==> config.mk <==
export PLATFORM = sky130hd
export DESIGN_NAME = ppa_adapter
export DESIGN_NICKNAME = d
export VERILOG_FILES = /design/src/include/ppa_pkg.sv /design/src/ppa_adapter.sv
export SDC_FILE = /design/constraint.sdc
export NUM_CORES = 1
export LEC_CHECK = 0
export BUFFER_PORTS_ARGS = -buffer_cell sky130_fd_sc_hd__buf_2
export CAP_MARGIN = 15
export CELL_PAD_IN_SITES_DETAIL_PLACEMENT = 1
export CELL_PAD_IN_SITES_GLOBAL_PLACEMENT = 2
export CORE_ASPECT_RATIO = 1.5
export CORE_MARGIN = 2
export CORE_UTILIZATION = 35
export DETAILED_ROUTE_END_ITERATION = 12
export PLACE_DENSITY_LB_ADDON = 0.1
export SYNTH_ARGS = -nofsm -noshare
export SYNTH_HDL_FRONTEND = slang
export SYNTH_SLANG_ARGS = --single-unit
==> constraint.sdc <==
create_clock -name clk -period 3.1 [get_ports clk]
set_input_delay 0.155 -clock clk [delete_from_list [all_inputs] [get_ports clk]]
set_output_delay 0.155 -clock clk [all_outputs]
set_load 0.005 [all_outputs]
==> src/include/ppa_pkg.sv <==
// Overview of operation
// - Control bit 1 picks input line 1 edge.
// - Control bit 0 gates flag onto interrupt.
// - Input line 1 flag reads as bit 7.
// - Control bit 2 picks output or direction.
// - Direction bit one drives line, zero inputs.
// - Side A pulse mode: low, restore next strobe.
// - Side A output read fires the strobe.
// - Side B write lowers line, edge restores.
// - Control bits 6 and 7 read only.
// - Reset clears data, direction, control and flag registers.
// - Chip and register selects pick register.
// - Output register read clears both flags.
package ppa_pkg;

  // Control register field positions.
  localparam int CTL_IRQ1_EN = 0;
  localparam int CTL_IRQ1_RISE = 1;
  localparam int CTL_VIEW_OUT = 2;
  localparam int CTL_LINE2_B3 = 3;
  localparam int CTL_LINE2_B4 = 4;
  localparam int CTL_LINE2_OUT = 5;
  localparam int CTL_FLAG2 = 6;
  localparam int CTL_FLAG1 = 7;
  localparam int CTL_WR_BITS = 6;

  localparam logic [7:0] REG_RESET = 8'h00;
  localparam logic [5:0] CTL_RESET = 6'h00;

  localparam logic SIDE_A = 1'b0;
  localparam logic SIDE_B = 1'b1;

  typedef struct packed {
    logic e;
    logic cs0;
    logic cs1;
    logic cs2_n;
    logic rs0;
    logic rs1;
    logic rw;
    logic [7:0] d;
  } ppa_bus_s;

  typedef struct packed {
    logic [7:0] pa;
    logic [7:0] pb;
    logic [1:0] c1;
    logic [1:0] c2;
  } ppa_per_s;

  typedef struct packed {
    logic [7:0] ddr;
    logic [7:0] outr;
    logic [5:0] ctl;
    logic flag1;
    logic flag2;
    logic line2_out;
    logic line2_oe_n;
    logic [7:0] line_oe_n;
    logic irq_n;
  } ppa_side_s;

  typedef struct packed {
    ppa_bus_s bus_m;
    ppa_bus_s bus_q;
    logic e_d;
    ppa_per_s per_m;
    ppa_per_s per_q;
    logic [1:0] c1_d;
    logic [1:0] c2_d;
    ppa_side_s [1:0] sd;
    logic [7:0] dout;
    logic dout_oe_n;
  } ppa_state_s;

endpackage

==> src/ppa_adapter.sv <==
`timescale 1ns/10ps
module ppa_adapter (
  input wire logic clk,
  input wire logic rst_n,
  input wire logic clk_en,
  input wire logic bus_enable,
  input wire logic chip_select_high_0,
  input wire logic chip_select_high_1,
  input wire logic chip_select_low_n,
  input wire logic register_select_low,
  input wire logic register_select_high,
  input wire logic read_write,
  input wire logic [7:0] data_in,
  output logic [7:0] data_out,
  output logic data_oe_n,
  input wire logic [7:0] side_a_peripheral_lines_in,
  output logic [7:0] side_a_peripheral_lines_out,
  output logic [7:0] side_a_peripheral_lines_oe_n,
  input wire logic [7:0] side_b_peripheral_lines_in,
  output logic [7:0] side_b_peripheral_lines_out,
  output logic [7:0] side_b_peripheral_lines_oe_n,
  input wire logic side_a_irq_input,
  input wire logic side_b_irq_input,
  input wire logic side_a_strobe_line_in,
  output logic side_a_strobe_line_out,
  output logic side_a_strobe_line_oe_n,
  input wire logic side_b_strobe_line_in,
  output logic side_b_strobe_line_out,
  output logic side_b_strobe_line_oe_n,
  output logic side_a_interrupt_request_n,
  output logic side_b_interrupt_request_n
);
  import ppa_pkg::*;

  ppa_state_s r;
  ppa_state_s n;
  logic e_fall;
  logic sel;
  logic [1:0] c1_edge;
  logic [1:0] c2_edge;
  logic [1:0] rd_out;
  logic [1:0] wr_out;
  logic [1:0] wr_ctl;
  logic [1:0] wr_ddr;

  // Input pins read back where the direction bit makes them inputs.
  function automatic logic [7:0] port_value(input logic [7:0] outr, input logic [7:0] ddr, input logic [7:0] pin);
    port_value = (outr & ddr) | (pin & ~ddr);
  endfunction

  function automatic ppa_state_s reset_state();
    ppa_state_s s;
    s = '0;
    for (int i = 0; i < 2; i++) begin
      s.sd[i].ddr = REG_RESET;
      s.sd[i].outr = REG_RESET;
      s.sd[i].ctl = CTL_RESET;
      s.sd[i].line2_out = 1'b1;
      s.sd[i].line2_oe_n = 1'b1;
      s.sd[i].line_oe_n = ~REG_RESET;
      s.sd[i].irq_n = 1'b1;
    end
    s.dout_oe_n = 1'b1;
    s.e_d = 1'b0;
    return s;
  endfunction

  always_comb begin
    logic [7:0] pin;
    logic c1;
    logic c2;
    logic hit;
    logic start;
    pin = '0;
    c1 = 1'b0;
    c2 = 1'b0;
    hit = 1'b0;
    start = 1'b0;
    n = r;
    c1_edge = '0;
    c2_edge = '0;
    rd_out = '0;
    wr_out = '0;
    wr_ctl = '0;
    wr_ddr = '0;
    // Every pin passes two flops; edges are taken only from the second stage.
    n.bus_m = '{e: bus_enable, cs0: chip_select_high_0, cs1: chip_select_high_1, cs2_n: chip_select_low_n,
                rs0: register_select_low, rs1: register_select_high, rw: read_write, d: data_in};
    n.bus_q = r.bus_m;
    n.per_m = '{pa: side_a_peripheral_lines_in, pb: side_b_peripheral_lines_in,
                c1: {side_b_irq_input, side_a_irq_input}, c2: {side_b_strobe_line_in, side_a_strobe_line_in}};
    n.per_q = r.per_m;
    n.e_d = r.bus_q.e;
    n.c1_d = r.per_q.c1;
    n.c2_d = r.per_q.c2;
    // Accesses take effect on the falling edge of the enable strobe, as on the original bus.
    e_fall = r.e_d & ~r.bus_q.e;
    sel = r.bus_q.cs0 & r.bus_q.cs1 & ~r.bus_q.cs2_n;
    for (int s = 0; s < 2; s++) begin
      c1 = r.per_q.c1[s];
      c2 = r.per_q.c2[s];
      c1_edge[s] = r.sd[s].ctl[CTL_IRQ1_RISE] ? (c1 & ~r.c1_d[s]) : (~c1 & r.c1_d[s]);
      c2_edge[s] = ~r.sd[s].ctl[CTL_LINE2_OUT] &
                   (r.sd[s].ctl[CTL_LINE2_B4] ? (c2 & ~r.c2_d[s]) : (~c2 & r.c2_d[s]));
      hit = sel & e_fall & (r.bus_q.rs1 == s[0]);
      rd_out[s] = hit & r.bus_q.rw & ~r.bus_q.rs0 & r.sd[s].ctl[CTL_VIEW_OUT];
      wr_out[s] = hit & ~r.bus_q.rw & ~r.bus_q.rs0 & r.sd[s].ctl[CTL_VIEW_OUT];
      wr_ddr[s] = hit & ~r.bus_q.rw & ~r.bus_q.rs0 & ~r.sd[s].ctl[CTL_VIEW_OUT];
      wr_ctl[s] = hit & ~r.bus_q.rw & r.bus_q.rs0;
      // Clearing comes first so that an edge in the same cycle still sets the flag.
      if (rd_out[s]) begin
        n.sd[s].flag1 = 1'b0;
        n.sd[s].flag2 = 1'b0;
      end
      if (c1_edge[s]) begin
        n.sd[s].flag1 = 1'b1;
      end
      if (c2_edge[s]) begin
        n.sd[s].flag2 = 1'b1;
      end
      if (wr_out[s]) begin
        n.sd[s].outr = r.bus_q.d;
      end
      if (wr_ddr[s]) begin
        n.sd[s].ddr = r.bus_q.d;
      end
      if (wr_ctl[s]) begin
        n.sd[s].ctl = r.bus_q.d[CTL_WR_BITS-1:0];
      end
      n.sd[s].line_oe_n = ~n.sd[s].ddr;
      n.sd[s].line2_oe_n = ~n.sd[s].ctl[CTL_LINE2_OUT];
      // Side A strobes on reads and side B on writes only; software uses dummy accesses otherwise.
      start = (s == 0) ? rd_out[s] : wr_out[s];
      if (!n.sd[s].ctl[CTL_LINE2_OUT]) begin
        n.sd[s].line2_out = 1'b1;
      end else if (n.sd[s].ctl[CTL_LINE2_B4]) begin
        n.sd[s].line2_out = n.sd[s].ctl[CTL_LINE2_B3];
      end else if (start) begin
        n.sd[s].line2_out = 1'b0;
      end else if (r.sd[s].ctl[CTL_LINE2_B3] && e_fall) begin
        n.sd[s].line2_out = 1'b1;
      end else if (!r.sd[s].ctl[CTL_LINE2_B3] && c1_edge[s]) begin
        n.sd[s].line2_out = 1'b1;
      end
      n.sd[s].irq_n = ~((n.sd[s].flag1 & n.sd[s].ctl[CTL_IRQ1_EN]) |
                        (n.sd[s].flag2 & n.sd[s].ctl[CTL_LINE2_B3] & ~n.sd[s].ctl[CTL_LINE2_OUT]));
    end
    // The bus is driven only while a selected read holds the enable strobe high.
    n.dout_oe_n = ~(sel & r.bus_q.e & r.bus_q.rw);
    if (r.bus_q.rs0) begin
      n.dout = {r.sd[r.bus_q.rs1].flag1, r.sd[r.bus_q.rs1].flag2, r.sd[r.bus_q.rs1].ctl};
    end else if (r.sd[r.bus_q.rs1].ctl[CTL_VIEW_OUT]) begin
      pin = r.bus_q.rs1 ? r.per_q.pb : r.per_q.pa;
      n.dout = port_value(r.sd[r.bus_q.rs1].outr, r.sd[r.bus_q.rs1].ddr, pin);
    end else begin
      n.dout = r.sd[r.bus_q.rs1].ddr;
    end
  end

  always_ff @(posedge clk) begin
    if (!rst_n) begin
      r <= reset_state();
    end else if (clk_en) begin
      r <= n;
    end
  end

  assign data_out = r.dout;
  assign data_oe_n = r.dout_oe_n;
  assign side_a_peripheral_lines_out = r.sd[SIDE_A].outr;
  assign side_a_peripheral_lines_oe_n = r.sd[SIDE_A].line_oe_n;
  assign side_b_peripheral_lines_out = r.sd[SIDE_B].outr;
  assign side_b_peripheral_lines_oe_n = r.sd[SIDE_B].line_oe_n;
  assign side_a_strobe_line_out = r.sd[SIDE_A].line2_out;
  assign side_a_strobe_line_oe_n = r.sd[SIDE_A].line2_oe_n;
  assign side_b_strobe_line_out = r.sd[SIDE_B].line2_out;
  assign side_b_strobe_line_oe_n = r.sd[SIDE_B].line2_oe_n;
  assign side_a_interrupt_request_n = r.sd[SIDE_A].irq_n;
  assign side_b_interrupt_request_n = r.sd[SIDE_B].irq_n;
endmodule // ppa_adapter

==> results of run 1 <==
## sequential cells by signal, summed over array words and instances (netlist names)
register                      count
side_a_peripheral_lines_oe_n      8
r                                67
n                                40
side_a_peripheral_lines_out       8
side_a_interrupt_request_n        1
data_oe_n                         1
data_out                          8
side_b_peripheral_lines_out       8
side_b_strobe_line_oe_n           1
side_a_strobe_line_oe_n           1
side_b_interrupt_request_n        1
side_a_strobe_line_out            1
side_b_strobe_line_out            1
side_b_peripheral_lines_oe_n      8
## stage by stage
step / instance area, um2 / utilization / power, mW
after CTS: 8134 / 0.4262 / 4.757
after floorplan: 6769 / - / 2.267
after global placement: 7117 / 0.3729 / 2.350
after detailed placement: 7117 / 0.3729 / 2.360
final: 8137 / 0.4264 / 4.697
after global routing: 8134 / 0.4262 / 4.878
## kinds of logic after synthesis
logic type,after synthesis
simple gates,279
buf+inv,103
mux,116
flops,154
compound gates,129
## path summary, 6_finish.rpt
kind                              from                         end  slack, ns
worst min-delay path            clk_en                       r[56]       0.14
worst max-delay path            r[133]  side_b_interrupt_request_n       0.69
worst max register to register  r[133]  side_b_interrupt_request_n       0.69
worst min register to register   r[57]                       r[57]       0.48
## per-layer routing
metal / global-route usage / vias up
met3: 0.03510 / 34
met5: 0 / -
met4: 0.1104 / 0
li1: - / 2733
met1: 0.2334 / 2740
met2: 0.3894 / 102
## synth_stat cells (2+ instances only)
master    count  area share
buf_4        40       0.044
nand3_1       5      0.0037
buf_2         2      0.0015
inv_1         5      0.0028
a21oi_1      61       0.045
nand2b_1      5      0.0046
nor4_1        4      0.0037
o21ai_0      38       0.028
clkbuf_1     45       0.025
nor2_1      140       0.078
buf_1         7      0.0039
o31ai_1       7      0.0078
a211oi_1      2      0.0022
o22ai_1       2      0.0018
or3b_2        4      0.0052
o311ai_0      8       0.010
o211ai_1      2      0.0022
and3b_1       8       0.010
and2_1        2      0.0018
nand3b_1      4      0.0044
nor2b_1       6      0.0055
a31oi_1       2      0.0018
nand2_1      88       0.049
buf_6         3      0.0050
mux2i_1     116        0.17
dfxtp_1     154        0.46
## power by group through the flow
stage	registers, mW	logic, mW	clock network [mW]
after floorplan	2.10	0.169	0
after global placement	2.12	0.225	0
after detailed placement	2.13	0.232	0
after CTS	2.08	0.267	2.41
after global routing	2.09	0.291	2.50
final	2.08	0.261	2.35
## critical path, delay by kind of cell, from the launching register on
family / cells / cell delay, ns
and+or+nand+nor: 2 / 0.72
DFF: 1 / 0.65
AOI/OAI and AO/OA: 2 / 0.42
muxes: 1 / 0.28
buffers and inverters: 1 / 0.24
## area by class of cell
cell class	count	area (um2)	area share
Multi-Input combinational cell	524	3131	0.3847
Sequential cell	154	3083	0.3789
Timing Repair Buffer	135	909.6	0.1118
Clock buffer	19	452.9	0.05567
Tap cell	256	320.3	0.03937
Clock inverter	13	214.0	0.02630
Inverter	6	23.77	0.002922
Antenna cell	1	2.502	0.0003076
==> flow_summary.json, run 1 <==
{
  "synth_top_family_by_area": "simple AND/OR/NAND/NOR gates",
  "maxCapViolCount": 0,
  "hold_path.class": "input pin to flop",
  "cp_cell_sequence": "nand2b_1 > nor4_1 > buf_4 > mux2i_1 > a21oi_1 > o311ai_0",
  "grt.total_usage": 0.2122,
  "slowest_delay_ns": 0.65,
  "power.internal_mw": 3.636,
  "top_layer": "met4",
  "fin_hold_ws_ns": 0.1356,
  "post_cts_resized": 0,
  "status": "completed",
  "critical_path_arrival_ns": 2.74,
  "synthCells": 781,
  "synth_compound_area_frac": 0.1096,
  "antenna_found_initial": 1,
  "synth_edf_count": 0,
  "tightest_slew_ns": 0.9575,
  "pwr_density_cell_nw_per_um2": 577.3,
  "holdPathStages": 3,
  "synth_cell_type_count": 47,
  "finalCritPeriodShare": 0.7783,
  "nets": 876,
  "final_common_cell": "dfxtp_1",
  "numCtsBuffers": 17,
  "io_pins": 85,
  "cp-end-kind": "flop",
  "synth-xor-area-share": 0,
  "period_minus_slack_ns": 2.413,
  "core_um2": 19080,
  "criticalPathCategory": "flop to flop",
  "layout_common_cells": "dfxtp_1 (154), nor2_1 (140), mux2i_1 (116)",
  "wl_per_cell_um": 19.20,
  "cp_max_fo": 13,
  "seq_area_frac_synth": 0.4555,
  "vias": 5609,
  "reg2reg_depth": 6,
  "pwr-share-seq": 0.443,
  "totalWireLength_mm": 21.28,
  "post_cts.repair.setup_buffers": 0,
  "htreeDepth": 4,
  "drive_gt1_frac": 0.1645,
  "drt_iter0_drc": 231,
  "ant_nets": 0,
  "clk_pin_slew_ns": 0.06,
  "netlist_area_um2": 6769,
  "p_comb_frac": 0.056,
  "die_x_um": 117.6,
  "synth-seq-cells": 154,
  "power_switching_mw": 1.062,
  "swShare": 0.2260,
  "nFillCells": 2294,
  "max_freq_ghz": 0.4145,
  "cts_tree": "built",
  "clkPwrFrac": 0.501,
  "start_util": 0.3547,
  "clock_skew_ns": 0.007353,
  "grt_max_degree": 124,
  "io_buffers": 84,
  "critPathLaunchType": "flop",
  "syn_area_per_cell_um2": 8.667,
  "clock-sinks": 154,
  "synth-async-reset-ratio": 0,
  "die-height_um": 174.3,
  "synth_fp_nets": 819,
  "die_area_um2": 20490,
  "fin_setup_tns_ns": 0,
  "wl_met3_um": 645,
  "rows": 62,
  "syn_to_final_growth_pct": 20.20,
  "slew_violations": 0,
  "synth_ff_type": "dfxtp_1",
  "dpl.hpwl_mm": 15.23,
  "dp_cells": 1040,
  "dr.pass1.iters": 4,
  "hold_viol_final": 0,
  "avgViaCountPerCell": 5.062,
  "required_ns": 3.42,
  "gr-total-overflow": 0,
  "ctsHoldBuffers": 35,
  "root_buffer": "clkbuf_16",
  "peakVddDrop_uv": 400.7,
  "grt_pass1_wl_mm": 33.27,
  "relSlewSlack": 0.3536,
  "layoutNonFillerInstCount": 1108,
  "place.gp.congestion": 0.9217,
  "finalWorstSetupSlack_ns": 0.6874,
  "drc": 0,
  "wl_met2_mm": 11.17,
  "cellLeakagePower_nw": 3.471,
  "clock_latency_ns": 0.43,
  "synthMuxAreaShare": 0.1715,
  "critPathSlowestCell": "dfxtp_1",
  "synth-simple-area-share": 0.1804,
  "grt_pass1_vias": 5784,
  "post-place-ws_ns": 0.7132,
  "rsz0062_at_grt": "no",
  "wl_met1_mm": 8.567,
  "synth-adder-area-share": 0,
  "clk_path_buf_depth": 2,
  "final-setup-viol-count": 0,
  "synth_warnings": 0
}
Note: power is estimated with default switching activity, not from simulation.
==> run 2, diff against run 1 <==
Settings changed: CORE_UTILIZATION 35 to 32.
Clock period 3.1 ns to 2.2 ns, I/O delays scaled along.
==> flow_summary.json, run 2 (same netlist as run 1, synthesis figures left out) <==
{
  "grt_pass1_vias": 5713,
  "cp_max_fo": 8,
  "syn_to_final_growth_pct": 22.59,
  "clk_pin_slew_ns": 0.07,
  "dpl_cell_area_um2": 7242,
  "layout_common_cells": "dfxtp_1 (153), nor2_1 (140), mux2i_1 (116)",
  "top_register": "r",
  "ant_nets": 0,
  "htreeDepth": 4,
  "postLayoutCellArea_um2": 8298,
  "root_buffer": "clkbuf_16",
  "antenna_found_initial": 0,
  "finalCritPeriodShare": 0.9597,
  "rsz0062_at_grt": "no",
  "post_cts.repair.setup_buffers": 0,
  "cp-end-kind": "flop",
  "totalWireLength_mm": 21.12,
  "io_pins": 85,
  "maxCapViolCount": 0,
  "wl_per_cell_um": 18.66,
  "clock_skew_ns": 0.007717,
  "hold_path.class": "input pin to flop",
  "die_x_um": 122.8,
  "peakVddDrop_uv": 514.2,
  "status": "completed",
  "hold_viol_final": 0,
  "dr.pass1.iters": 5,
  "max_freq_ghz": 0.4736,
  "critPathLaunchType": "flop",
  "avgViaCountPerCell": 4.953,
  "io_buffers": 84,
  "cts_tree": "built",
  "start_util": 0.3239,
  "rows": 65,
  "required_ns": 2.50,
  "drc": 0,
  "antenna_cells": 0,
  "final-setup-viol-count": 0,
  "fin_setup_tns_ns": 0,
  "slew_violations": 0,
  "clock-sinks": 154,
  "pwr_density_cell_nw_per_um2": 804.2,
  "dpl.hpwl_mm": 15.27,
  "relSlewSlack": 0.5454,
  "largest_reg_flops": 67,
  "critical_path_arrival_ns": 2.41,
  "final_common_cell": "dfxtp_1",
  "drt_iter0_drc": 265,
  "cellLeakagePower_nw": 3.543,
  "gr-total-overflow": 0,
  "grt.total_usage": 0.1960,
  "drive_gt1_frac": 0.1829,
  "grt_pass1_wl_mm": 32.82,
  "grt_max_degree": 97,
  "clk_path_buf_depth": 2,
  "clock_latency_ns": 0.43,
  "vias": 5607,
  "criticalPathCategory": "flop to flop",
  "die_area_um2": 22360,
  "place.gp.congestion": 0.8432,
  "nets": 890,
  "nFillCells": 2428,
  "period_minus_slack_ns": 2.111,
  "core_um2": 20900,
  "numCtsBuffers": 17,
  "die-height_um": 182.1,
  "tightest_slew_ns": 0.6747
}
run 2: final timing paths:
check,from,depth (start not counted),to,slack (ns)
min reg2reg,side_b_peripheral_lines_out[2],2,side_b_peripheral_lines_out[2],0.48
min,clk_en,2,r[20],0.06
max reg2reg,n[123],6,side_b_peripheral_lines_oe_n[6],0.09
max,n[123],6,side_b_peripheral_lines_oe_n[6],0.09
run 2: power by group:
group,switching [mW],internal (mW)
combinational,0.205,0.182
clock,1.18,2.18
sequential,0.0663,2.86
run 2: final cells by class:
class / count / area [um2] / share of cell area
Clock buffer: 19 / 452.9 / 0.05458
Clock inverter: 12 / 220.2 / 0.02654
Inverter: 6 / 23.77 / 0.002865
Multi-Input combinational cell: 524 / 3148 / 0.3794
Sequential cell: 154 / 3084 / 0.3717
Tap cell: 268 / 335.3 / 0.04041
Timing Repair Buffer: 149 / 1033 / 0.1245
run 2: critical path, cell delays in order, from the launching register on:
cell,delay (ns)
dfxtp_1,0.33
or3b_4,0.44
or4b_1,0.53
buf_6,0.19
mux2i_1,0.16
nor2_1,0.24
o21ai_0,0.10
run 2: metrics by stage:
step                      power [mW]    util  hold slack [ns]  std cells  worst slack (ns)
after global placement         3.321  0.3465           0.3439       1065           0.05823
after global routing           6.932  0.3970          0.06908       1132          0.001796
after detailed placement       3.337  0.3465           0.3522       1065           0.03382
after CTS                      6.763  0.3959          0.04709       1132           0.01654
final                          6.673  0.3970          0.06174       1132           0.08867
after floorplan                3.195       -           0.2231        781           0.03411
run 2: per-layer routing:
layer | track usage | vias to the layer above | wire length (um)
li1 | - | 2756 | -
met1 | 0.2349 | 2723 | 9106
met2 | 0.3408 | 103 | 10880
met3 | 0.03188 | 25 | 555
met4 | 0.08322 | 0 | 577
met5 | 0 | - | 0
run 2: timing repair:
action | in CTS | in global routing
resized for setup | 0 | 8
endpoints found under the setup margin | 0 | 16
endpoints found under the hold margin | 36 | 0
hold buffers | 36 | 0
